===== src/rtl/dsfm_regs.svh =====
// Constants of the drive state and fault manager: bit positions, codes and reset values.
// Function
// [RULE1] Running state is reached only through the drive-profile command sequence.
// [RULE2] Init state rejects every parameter write and runs no function.
// [RULE3] No-fault state accepts parameter writes.
// [RULE4] Running energizes the motor; it moves only with nonzero speed reference.
// [RULE5] Running, quick-stop, fault halt accept only run-changeable parameter writes.
// [RULE6] Quick stop command enters quick-stop state and performs the stop.
// [RULE7] A fault enters the fault halt state and performs the stop.
// [RULE8] After fault stop, fault state inhibits functions but accepts parameter writes.
// [RULE9] Faults sort into levels 1 to 3; level 1 resettable or not.
// [RULE10] A valid reset request stops display of resettable faults and warnings.
// [RULE11] Writing one to the fault reset parameter requests a reset.
// [RULE12] Rising edge of control word bit 7 requests a reset; level does not.
// [RULE13] Level 1 and 2 resettable faults clear only with servo-on dropped.
// [RULE14] Level 3 warnings clear by themselves when their source disappears.
// [RULE15] Fault reset parameter powers up zero and self-returns to zero.
// [RULE16] Fault reset parameter writes accepted only while stopped, effective immediately.
// [RULE17] System, configuration, timeout and program faults are non-resettable level 1.
// [RULE18] Parameter timeouts and nonvolatile check faults are resettable level 2.
// [RULE19] The host control word is a 16-bit object.
// [RULE20] Most severe active level is reported first; lower ones stay latched.
`ifndef DSFM_REGS_SVH
`define DSFM_REGS_SVH

`define DSFM_CW_W 16
`define DSFM_CW_SWITCH_ON 0
`define DSFM_CW_EN_VOLT 1
`define DSFM_CW_QSTOP_N 2
`define DSFM_CW_EN_OP 3
`define DSFM_CW_FLT_RST 7
`define DSFM_FRP_W 16
`define DSFM_FRP_NOP 16'h0000
`define DSFM_FRP_RESET 16'h0001
`define DSFM_L1NR_W 8
`define DSFM_L1R_W 4
`define DSFM_L2_W 4
`define DSFM_WARN_W 4
`define DSFM_LVL_NONE 2'h0
`define DSFM_LVL_1 2'h1
`define DSFM_LVL_2 2'h2
`define DSFM_LVL_3 2'h3

`endif


===== src/rtl/dsfm_pkg.sv =====
// Types of the drive state and fault manager.
package dsfm_pkg;

  typedef enum logic [2:0] {
    DSFM_INIT,
    DSFM_NO_FAULT,
    DSFM_READY,
    DSFM_WAIT_ON,
    DSFM_RUNNING,
    DSFM_QUICK_STOP,
    DSFM_FAULT_HALT,
    DSFM_FAULT
  } dsfm_state_t;

endpackage


===== src/rtl/dsfm_top.sv =====
// Drive-profile state machine, parameter write gating and fault classification.
`timescale 1ns/1ps
`include "dsfm_regs.svh"

module dsfm_top #(
  parameter int L1NR_W = `DSFM_L1NR_W,
  parameter int L1R_W = `DSFM_L1R_W,
  parameter int L2_W = `DSFM_L2_W,
  parameter int WARN_W = `DSFM_WARN_W
) (
  input wire logic core_clk,
  input wire logic rst_n,
  input wire logic self_check_done,
  input wire logic host_cw_valid,
  input wire logic [`DSFM_CW_W-1:0] host_control_word,
  input wire logic param_wr_req,
  input wire logic param_wr_run_ok,
  input wire logic param_wr_is_frp,
  input wire logic [`DSFM_FRP_W-1:0] param_wr_data,
  input wire logic speed_ref_nz,
  input wire logic stop_done,
  input wire logic [L1NR_W-1:0] l1nr_src,
  input wire logic [L1R_W-1:0] l1r_src,
  input wire logic [L2_W-1:0] l2_src,
  input wire logic [WARN_W-1:0] warn_src,
  output logic [2:0] drive_state_r,
  output logic param_wr_ack_r,
  output logic param_wr_nak_r,
  output logic motor_energize_r,
  output logic motor_move_r,
  output logic stop_active_r,
  output logic func_inhibit_r,
  output logic servo_on_r,
  output logic [`DSFM_FRP_W-1:0] fault_reset_param_r,
  output logic reset_done_r,
  output logic [L1NR_W-1:0] l1nr_latch_r,
  output logic [L1R_W-1:0] l1r_latch_r,
  output logic [L2_W-1:0] l2_latch_r,
  output logic [WARN_W-1:0] warn_disp_r,
  output logic [1:0] fault_level_r
);

  dsfm_pkg::dsfm_state_t state_r;
  dsfm_pkg::dsfm_state_t state_nxt;
  logic cw_rst_bit_r;
  logic [WARN_W-1:0] warn_src_d_r;

  // [RULE19] 16-bit control word
  // Control word decode, standard drive-profile command patterns.
  wire logic cw_on = host_control_word[`DSFM_CW_SWITCH_ON];
  wire logic cw_ev = host_control_word[`DSFM_CW_EN_VOLT];
  wire logic cw_qs_n = host_control_word[`DSFM_CW_QSTOP_N];
  wire logic cw_eo = host_control_word[`DSFM_CW_EN_OP];
  wire logic cw_rb = host_control_word[`DSFM_CW_FLT_RST];
  wire logic cmd_shutdown = host_cw_valid && cw_ev && cw_qs_n && !cw_on;
  wire logic cmd_switch_on = host_cw_valid && cw_ev && cw_qs_n && cw_on && !cw_eo;
  wire logic cmd_enable = host_cw_valid && cw_ev && cw_qs_n && cw_on && cw_eo;
  wire logic cmd_dis_volt = host_cw_valid && !cw_ev;
  wire logic cmd_qstop = host_cw_valid && cw_ev && !cw_qs_n;

  // [RULE12] Edge detect reset
  wire logic cw_rst_edge = host_cw_valid && cw_rb && !cw_rst_bit_r;

  wire logic st_init = (state_r == dsfm_pkg::DSFM_INIT);
  wire logic st_run = (state_r == dsfm_pkg::DSFM_RUNNING);
  wire logic st_qs = (state_r == dsfm_pkg::DSFM_QUICK_STOP);
  wire logic st_halt = (state_r == dsfm_pkg::DSFM_FAULT_HALT);
  wire logic st_moving = st_run || st_qs || st_halt;

  // [RULE16] Stopped-only acceptance
  wire logic frp_write = param_wr_req && param_wr_is_frp && !st_init && !st_moving;
  // [RULE11] Write of one
  wire logic frp_reset = frp_write && (param_wr_data == `DSFM_FRP_RESET);
  wire logic frp_bad = frp_write && (param_wr_data != `DSFM_FRP_RESET) &&
                       (param_wr_data != `DSFM_FRP_NOP);
  wire logic rst_req = cw_rst_edge || frp_reset;

  // [RULE13] Servo-on blocks clearing
  wire logic rst_l12 = rst_req && !servo_on_r;

  // [RULE2] Init rejects all
  wire logic wr_in_init = st_init;
  // [RULE5] Running-type states
  wire logic wr_run_ok = !st_moving || param_wr_run_ok;
  // [RULE3] Stationary states accept
  wire logic wr_ok = !wr_in_init && wr_run_ok && !frp_bad &&
                     (!param_wr_is_frp || frp_write);

  // [RULE9] Level classification
  wire logic any_l1nr = |l1nr_latch_r;
  wire logic any_l1r = |l1r_latch_r;
  wire logic any_l2 = |l2_latch_r;
  wire logic any_warn = |warn_disp_r;
  wire logic any_fault = any_l1nr || any_l1r || any_l2;

  // [RULE20] Most severe first
  wire logic [1:0] level_nxt = (any_l1nr || any_l1r) ? `DSFM_LVL_1 :
                               any_l2 ? `DSFM_LVL_2 :
                               any_warn ? `DSFM_LVL_3 : `DSFM_LVL_NONE;

  // [RULE17] Non-resettable latch
  wire logic [L1NR_W-1:0] l1nr_nxt = l1nr_latch_r | l1nr_src;
  // [RULE10] Resettable clears, new events win
  wire logic [L1R_W-1:0] l1r_nxt = (rst_l12 ? '0 : l1r_latch_r) | l1r_src;
  // [RULE18] Level two latch
  wire logic [L2_W-1:0] l2_nxt = (rst_l12 ? '0 : l2_latch_r) | l2_src;

  logic [WARN_W-1:0] warn_nxt;

  genvar gi;
  generate
    for (gi = 0; gi < WARN_W; gi++) begin : g_warn
      // [RULE14] Auto-clear warnings
      assign warn_nxt[gi] = warn_src[gi] &&
                            ((warn_src[gi] && !warn_src_d_r[gi]) ||
                             (warn_disp_r[gi] && !rst_req));
    end
  endgenerate

  // [RULE1] Profile transitions
  always_comb begin
    state_nxt = state_r;
    unique case (state_r)
      dsfm_pkg::DSFM_INIT: begin
        if (self_check_done) begin
          state_nxt = dsfm_pkg::DSFM_NO_FAULT;
        end
      end
      dsfm_pkg::DSFM_NO_FAULT: begin
        if (cmd_shutdown) begin
          state_nxt = dsfm_pkg::DSFM_READY;
        end
      end
      dsfm_pkg::DSFM_READY: begin
        if (cmd_switch_on) begin
          state_nxt = dsfm_pkg::DSFM_WAIT_ON;
        end else if (cmd_dis_volt || cmd_qstop) begin
          state_nxt = dsfm_pkg::DSFM_NO_FAULT;
        end
      end
      dsfm_pkg::DSFM_WAIT_ON: begin
        if (cmd_enable) begin
          state_nxt = dsfm_pkg::DSFM_RUNNING;
        end else if (cmd_shutdown) begin
          state_nxt = dsfm_pkg::DSFM_READY;
        end else if (cmd_dis_volt || cmd_qstop) begin
          state_nxt = dsfm_pkg::DSFM_NO_FAULT;
        end
      end
      dsfm_pkg::DSFM_RUNNING: begin
        // [RULE6] Quick stop entry
        if (cmd_qstop) begin
          state_nxt = dsfm_pkg::DSFM_QUICK_STOP;
        end else if (cmd_switch_on) begin
          state_nxt = dsfm_pkg::DSFM_WAIT_ON;
        end else if (cmd_shutdown) begin
          state_nxt = dsfm_pkg::DSFM_READY;
        end else if (cmd_dis_volt) begin
          state_nxt = dsfm_pkg::DSFM_NO_FAULT;
        end
      end
      dsfm_pkg::DSFM_QUICK_STOP: begin
        if (stop_done || cmd_dis_volt) begin
          state_nxt = dsfm_pkg::DSFM_NO_FAULT;
        end
      end
      dsfm_pkg::DSFM_FAULT_HALT: begin
        // [RULE8] Stop done to fault
        if (stop_done) begin
          state_nxt = dsfm_pkg::DSFM_FAULT;
        end
      end
      dsfm_pkg::DSFM_FAULT: begin
        if (!any_fault) begin
          state_nxt = dsfm_pkg::DSFM_NO_FAULT;
        end
      end
    endcase
    // [RULE7] Fault forces halt
    // The halt state is left alone so that stop_done can move it on to the fault state.
    if (any_fault && !st_init && !st_halt && state_r != dsfm_pkg::DSFM_FAULT) begin
      state_nxt = dsfm_pkg::DSFM_FAULT_HALT;
    end
  end

  wire logic run_nxt = (state_nxt == dsfm_pkg::DSFM_RUNNING);
  wire logic stop_nxt = (state_nxt == dsfm_pkg::DSFM_QUICK_STOP) ||
                        (state_nxt == dsfm_pkg::DSFM_FAULT_HALT);
  wire logic inhibit_nxt = (state_nxt == dsfm_pkg::DSFM_INIT) ||
                           (state_nxt == dsfm_pkg::DSFM_FAULT);
  wire logic energize_nxt = run_nxt || stop_nxt;
  wire logic move_nxt = run_nxt && speed_ref_nz;
  wire logic servo_pattern = cw_ev && cw_qs_n && cw_on && cw_eo;
  wire logic [`DSFM_FRP_W-1:0] frp_nxt = frp_reset ? `DSFM_FRP_RESET : `DSFM_FRP_NOP;
  wire logic ack_nxt = param_wr_req && wr_ok;
  wire logic nak_nxt = param_wr_req && !wr_ok;

  // The port copy of the state is registered beside state_r so it comes from a flip-flop.
  always_ff @(posedge core_clk or negedge rst_n) begin
    if (!rst_n) begin
      state_r <= dsfm_pkg::DSFM_INIT;
    end else begin
      state_r <= state_nxt;
    end
  end

  always_ff @(posedge core_clk or negedge rst_n) begin
    if (!rst_n) begin
      drive_state_r <= 3'h0;
    end else begin
      drive_state_r <= state_nxt;
    end
  end

  // Both control word registers update only on a valid word, so edges span words.
  always_ff @(posedge core_clk or negedge rst_n) begin
    if (!rst_n) begin
      cw_rst_bit_r <= 1'b0;
    end else if (host_cw_valid) begin
      cw_rst_bit_r <= cw_rb;
    end
  end

  always_ff @(posedge core_clk or negedge rst_n) begin
    if (!rst_n) begin
      servo_on_r <= 1'b0;
    end else if (host_cw_valid) begin
      servo_on_r <= servo_pattern;
    end
  end

  always_ff @(posedge core_clk or negedge rst_n) begin
    if (!rst_n) begin
      param_wr_ack_r <= 1'b0;
    end else begin
      param_wr_ack_r <= ack_nxt;
    end
  end

  always_ff @(posedge core_clk or negedge rst_n) begin
    if (!rst_n) begin
      param_wr_nak_r <= 1'b0;
    end else begin
      param_wr_nak_r <= nak_nxt;
    end
  end

  // [RULE15] Self-returning parameter
  always_ff @(posedge core_clk or negedge rst_n) begin
    if (!rst_n) begin
      fault_reset_param_r <= `DSFM_FRP_NOP;
    end else begin
      fault_reset_param_r <= frp_nxt;
    end
  end

  always_ff @(posedge core_clk or negedge rst_n) begin
    if (!rst_n) begin
      reset_done_r <= 1'b0;
    end else begin
      reset_done_r <= rst_req;
    end
  end

  // [RULE4] Energize and move
  always_ff @(posedge core_clk or negedge rst_n) begin
    if (!rst_n) begin
      motor_energize_r <= 1'b0;
    end else begin
      motor_energize_r <= energize_nxt;
    end
  end

  always_ff @(posedge core_clk or negedge rst_n) begin
    if (!rst_n) begin
      motor_move_r <= 1'b0;
    end else begin
      motor_move_r <= move_nxt;
    end
  end

  always_ff @(posedge core_clk or negedge rst_n) begin
    if (!rst_n) begin
      stop_active_r <= 1'b0;
    end else begin
      stop_active_r <= stop_nxt;
    end
  end

  // Functions stay inhibited through reset, as in the init state.
  always_ff @(posedge core_clk or negedge rst_n) begin
    if (!rst_n) begin
      func_inhibit_r <= 1'b1;
    end else begin
      func_inhibit_r <= inhibit_nxt;
    end
  end

  always_ff @(posedge core_clk or negedge rst_n) begin
    if (!rst_n) begin
      l1nr_latch_r <= '0;
    end else begin
      l1nr_latch_r <= l1nr_nxt;
    end
  end

  // Latches take their next values, in which a new event outweighs a clear.
  always_ff @(posedge core_clk or negedge rst_n) begin
    if (!rst_n) begin
      l1r_latch_r <= '0;
    end else begin
      l1r_latch_r <= l1r_nxt;
    end
  end

  always_ff @(posedge core_clk or negedge rst_n) begin
    if (!rst_n) begin
      l2_latch_r <= '0;
    end else begin
      l2_latch_r <= l2_nxt;
    end
  end

  always_ff @(posedge core_clk or negedge rst_n) begin
    if (!rst_n) begin
      warn_disp_r <= '0;
    end else begin
      warn_disp_r <= warn_nxt;
    end
  end

  // The delayed warning sources find the rising edge that shows a warning.
  always_ff @(posedge core_clk or negedge rst_n) begin
    if (!rst_n) begin
      warn_src_d_r <= '0;
    end else begin
      warn_src_d_r <= warn_src;
    end
  end

  always_ff @(posedge core_clk or negedge rst_n) begin
    if (!rst_n) begin
      fault_level_r <= `DSFM_LVL_NONE;
    end else begin
      fault_level_r <= level_nxt;
    end
  end

endmodule


===== config.mk =====
export PLATFORM = sky130hd
export DESIGN_NAME = dsfm_top
export DESIGN_NICKNAME = d
export VERILOG_FILES = /design/src/rtl/dsfm_pkg.sv /design/src/rtl/dsfm_top.sv
export VERILOG_INCLUDE_DIRS = /design/src /design/src/rtl
export SDC_FILE = /design/constraint.sdc
export NUM_CORES = 1
export LEC_CHECK = 0
export BUFFER_PORTS_ARGS = -buffer_cell sky130_fd_sc_hd__buf_2
export CAP_MARGIN = 20
export CELL_PAD_IN_SITES_DETAIL_PLACEMENT = 0
export CELL_PAD_IN_SITES_GLOBAL_PLACEMENT = 1
export CORE_MARGIN = 1.5
export CORE_UTILIZATION = 29
export CTS_CLUSTER_DIAMETER = 120
export DETAILED_ROUTE_END_ITERATION = 8
export PLACE_DENSITY = 0.82
export SYNTH_ARGS = -nofsm -noshare
export SYNTH_HDL_FRONTEND = slang
export SYNTH_SLANG_ARGS = --single-unit

===== constraint.sdc =====
create_clock -name core_clk -period 1.6 [get_ports core_clk]
set_input_delay 0.24 -clock core_clk [delete_from_list [all_inputs] [get_ports core_clk]]
set_output_delay 0.24 -clock core_clk [all_outputs]
set_load 0.1 [all_outputs]

==> tab_implementation.tex <==
\begin{tabular}{lr}
\hline
Metric & Value \\
\hline
\multicolumn{2}{l}{\textbf{Place}} \\
Number of instances in the placed design & 348 \\
Final weighted congestion of routability-driven global placement & between 0.8 and 0.9 \\
Number of buffers inserted by port buffering & 83 \\
Final HPWL DP & 3.64 mm \\
\multicolumn{2}{l}{\textbf{GRT}} \\
Global-route wire length before repair & 7.66 mm \\
Pin count of the biggest net entering global routing & 20 \\
Vias in the first global route & about 1,600 \\
Total gr overflow & 0 \\
Number of antenna violations at the first check in global routing & 0 \\
Global routing usage summed across all routing layers & a little over an eighth \\
\multicolumn{2}{l}{\textbf{Clocking}} \\
CTS Root Buffer Type & sky130\_fd\_sc\_hd\_\_clkbuf\_8 \\
Number of sinks handled by clock tree synthesis & 39 \\
Clock-pin slew of the registers on the worst-case setup and hold paths & around 70 ps \\
Depth of the CTS H-tree & 2 \\
Number of buffers between clock root and the deepest sink & 2 \\
Clock buffers created by TritonCTS & 5 \\
Worst skew pair latency & between 200 and 300 ps \\
Clock tree from TritonCTS & built \\
\multicolumn{2}{l}{\textbf{Timing}} \\
Worst path setup slack after routing & -182 ps \\
Final worst clock skew & 5.47 ps \\
Unrepaired setup endpoints after global routing & yes \\
Maximum frequency from static timing analysis & 561 MHz \\
TNS Setup & -724 ps \\
Number of pins exceeding their max-slew limit in the final report & 0 \\
Setup violations, final & 15 \\
Total count of hold-check failures in the final report & 0 \\
Share of the clock period used by the worst path & 111\% \\
Period minus WS final & 1780 ps \\
\multicolumn{2}{l}{\textbf{Synthesis}} \\
Synthesized area divided by synthesized cell count & 11.5 µm² \\
Largest family of logic cells by synthesized area & simple AND/OR/NAND/NOR gates \\
Area share of and/or/nand/nor cells after synthesis & 18.9\% \\
Syn. warnings & 0 \\
Synth cell types & 47 \\
Predominant post-synthesis flop cell & sky130\_fd\_sc\_hd\_\_dfrtp\_1 \\
Asr flop ratio synth & 100\% \\
Post-Synthesis Cell Area & approximately 1900 µm² \\
Xor and xnor area share after synthesis & 0\% \\
Mapped Cells & 165 \\
Synthesis-stage register bit count & 39 \\
Sequential area share after synthesis & roughly half \\
Post-synthesis compound-gate area fraction & 18.6\% \\
Number of flops mapped to enable cells by yosys & 0 \\
Fraction of the mapped netlist area in adder cells & less than 1\% \\
Multiplexer area fraction after synthesis & less than 1\% \\
\multicolumn{2}{l}{\textbf{Floorplan}} \\
Floorplan die width & 83.9 µm \\
CORE AREA & between 6000 and 7000 µm² \\
Row count & 29 \\
Starting density of the core & 29.9\% \\
DIE HEIGHT & between 80 and 90 µm \\
Die footprint & 7040 µm² \\
Ports placed on the boundary & 110 \\
\multicolumn{2}{l}{\textbf{Flow run}} \\
Number of max-cap violations & 0 \\
\multicolumn{2}{l}{\textbf{Route}} \\
DRT iter0 DRCs & 65 \\
Router iterations before antenna repair & 4 \\
Per-cell via count in the routed design & 4.51 \\
Avg WL per Cell & 13.0 µm \\
Via count of the routed design & 1,683 \\
Number of nets with antenna violations after routing & 0 \\
Final wirelength & 4.84 mm \\
DRC Markers & 0 \\
\multicolumn{2}{l}{\textbf{Setup path}} \\
CP Capture Type & flip-flop \\
CP top delay family & compound AO/OA/AOI/OAI gates \\
CP startpoint kind & flip-flop \\
Slowest stage cell on the critical path & sky130\_fd\_sc\_hd\_\_dfrtp\_4 \\
Most prevalent standard cell on the critical path & sky130\_fd\_sc\_hd\_\_a211oi\_2 \\
Critical path fanouts, max & 8 \\
Critical Path RT & 1770 ps \\
Delay of the slowest critical-path stage & approximately 530 ps \\
Crit path buffers/inverters & 1 \\
Arr. time, crit path & $\sim$2000 ps \\
Series of cell instances along the critical path & a211oi\_2 > a211oi\_2 > a2111oi\_4 > buf\_4 > o211a\_1 > nor3\_2 \\
Type of the worst setup path & flip-flop to flip-flop \\
\multicolumn{2}{l}{\textbf{Final layout}} \\
Area grow syn2layout & 57.6\% \\
Leading cell type in the layout, fill and taps excluded & sky130\_fd\_sc\_hd\_\_buf\_2 \\
Layout cell share with drive strength beyond 1 & 66.9\% \\
Leading cell types in the layout, fill and taps excluded & 82 x sky130\_fd\_sc\_hd\_\_buf\_2, 39 x sky130\_fd\_sc\_hd\_\_buf\_4, 19 x sky130\_fd\_sc\_hd\_\_dfrtp\_1, 15 x sky130\_fd\_sc\_hd\_\_conb\_1, 11 x sky130\_fd\_sc\_hd\_\_dfrtp\_2 \\
Number of cells in the finished layout apart from fillers & 373 \\
Number of nets in the layout & 356 \\
Footprint of the multi-input gates & 936 µm² \\
Filler instances & 604 \\
Area taken by flip-flops and latches & 1020 µm² \\
Number of diodes added for antenna fixing & 0 \\
\multicolumn{2}{l}{\textbf{Pwr}} \\
Power density over the cells & 818 nW/µm² \\
Peak supply drop & about 550 µV \\
Pleak & 0.00141 µW \\
\multicolumn{2}{l}{\textbf{Status}} \\
Violations in the final reports & negative setup slack \\
Run status & complete, but fails checks \\
\multicolumn{2}{l}{\textbf{Worst hold path}} \\
Class of the most critical hold timing path & primary input to flip-flop \\
\hline
\end{tabular}
-- path summary, 6_finish.rpt --
kind	cells after the start	startpoint	slack, ps	to
max	6	drive_state_r[1]	-180	stop_active_r
max reg2reg	6	drive_state_r[1]	-180	stop_active_r
min	1	warn_src[3]	70	warn_src_d_r[3]
min in group asynchronous	2	rst_n	420	l1r_latch_r[1]
max in group asynchronous	3	rst_n	650	reset_done_r
min reg2reg	1	warn_src_d_r[2]	410	warn_disp_r[2]
-- power by group --
group          internal, µW  switching, µW
sequential             1020           26.8
clock                   504            329
combinational           122            444
-- metal layers --
metal / vias up / track usage, % / share of wire [%]
met2: 57 / 23.5 / 50
met4: 0 / 4.02 / 1.3
met3: 9 / 3.96 / 5.8
met1: 786 / 16.7 / 43
met5: - / 0 / 0
li1: 831 / - / -
-- area by class of cell --
class | count | share of cell area, %
clock inverters | 2 | 1.17
multi-input cells | 111 | 31.3
repair buffers | 127 | 26.0
well taps | 77 | 3.22
inverters | 11 | 1.46
clock buffers | 6 | 2.76
flip-flops and latches | 39 | 34.1
-- logic make-up after synthesis --
group / count (synthesis)
AOI/OAI and AO/OA: 37
adders and majority gates: 1
buffers and inverters: 29
DFF: 39
muxes: 1
other: 1
and+or+nand+nor: 57
-- state kept, by name (all words and copies together), names as in the netlist --
register	cells
l1r_latch_r	4
cw_rst_bit_r	1
param_wr_nak_r	1
motor_energize_r	1
func_inhibit_r	1
motor_move_r	1
warn_src_d_r	4
fault_level_r	2
stop_active_r	1
param_wr_ack_r	1
drive_state_r	3
warn_disp_r	4
l1nr_latch_r	8
servo_on_r	1
reset_done_r	1
l2_latch_r	4
fault_reset_param_r	1
-- through the flow --
step / util (%) / worst slack [ps] / instance area [µm²] / hold slack [ps] / power, µW
floorplan: - / -228 / 2070 / -55.6 / 1500
global placement: 41.6 / -173 / 2640 / 204 / 1620
CTS: 44.7 / -144 / 2840 / 56.0 / 2470
detailed placement: 41.6 / -186 / 2640 / 211 / 1620
global route: 47.1 / -250 / 2990 / 52.7 / 2540
finish: 47.1 / -182 / 2990 / 67.4 / 2450
-- synthesized netlist by cell type, types with 3 or more instances --
master,count,area share (%)
sky130_fd_sc_hd__dfrtp_1,38,50
sky130_fd_sc_hd__buf_4,16,6.3
sky130_fd_sc_hd__a21o_1,9,3.6
sky130_fd_sc_hd__nand2_1,8,1.6
sky130_fd_sc_hd__or2_2,8,2.6
sky130_fd_sc_hd__inv_1,7,1.4
sky130_fd_sc_hd__nand3_1,7,1.8
sky130_fd_sc_hd__a21boi_1,5,2.0
sky130_fd_sc_hd__inv_2,4,0.79
sky130_fd_sc_hd__nor2_1,4,0.79
sky130_fd_sc_hd__nor3_1,4,1.1
sky130_fd_sc_hd__nor4_1,4,1.3
sky130_fd_sc_hd__nor4_2,4,2.6
sky130_fd_sc_hd__nand2b_1,3,0.99
sky130_fd_sc_hd__nand4_1,3,0.99
-- timing repair --
action | CTS | global route
gates cloned | 0 | 0
pin swaps | 10 | 12
endpoints found under the hold margin | 16 | 0
resized for setup | 9 | 18
hold buffers | 1 | 0
setup buffers | 4 | 12
setup endpoints to repair | 11 | 15
No activity file was read; power rests on OpenSTA's default activity.
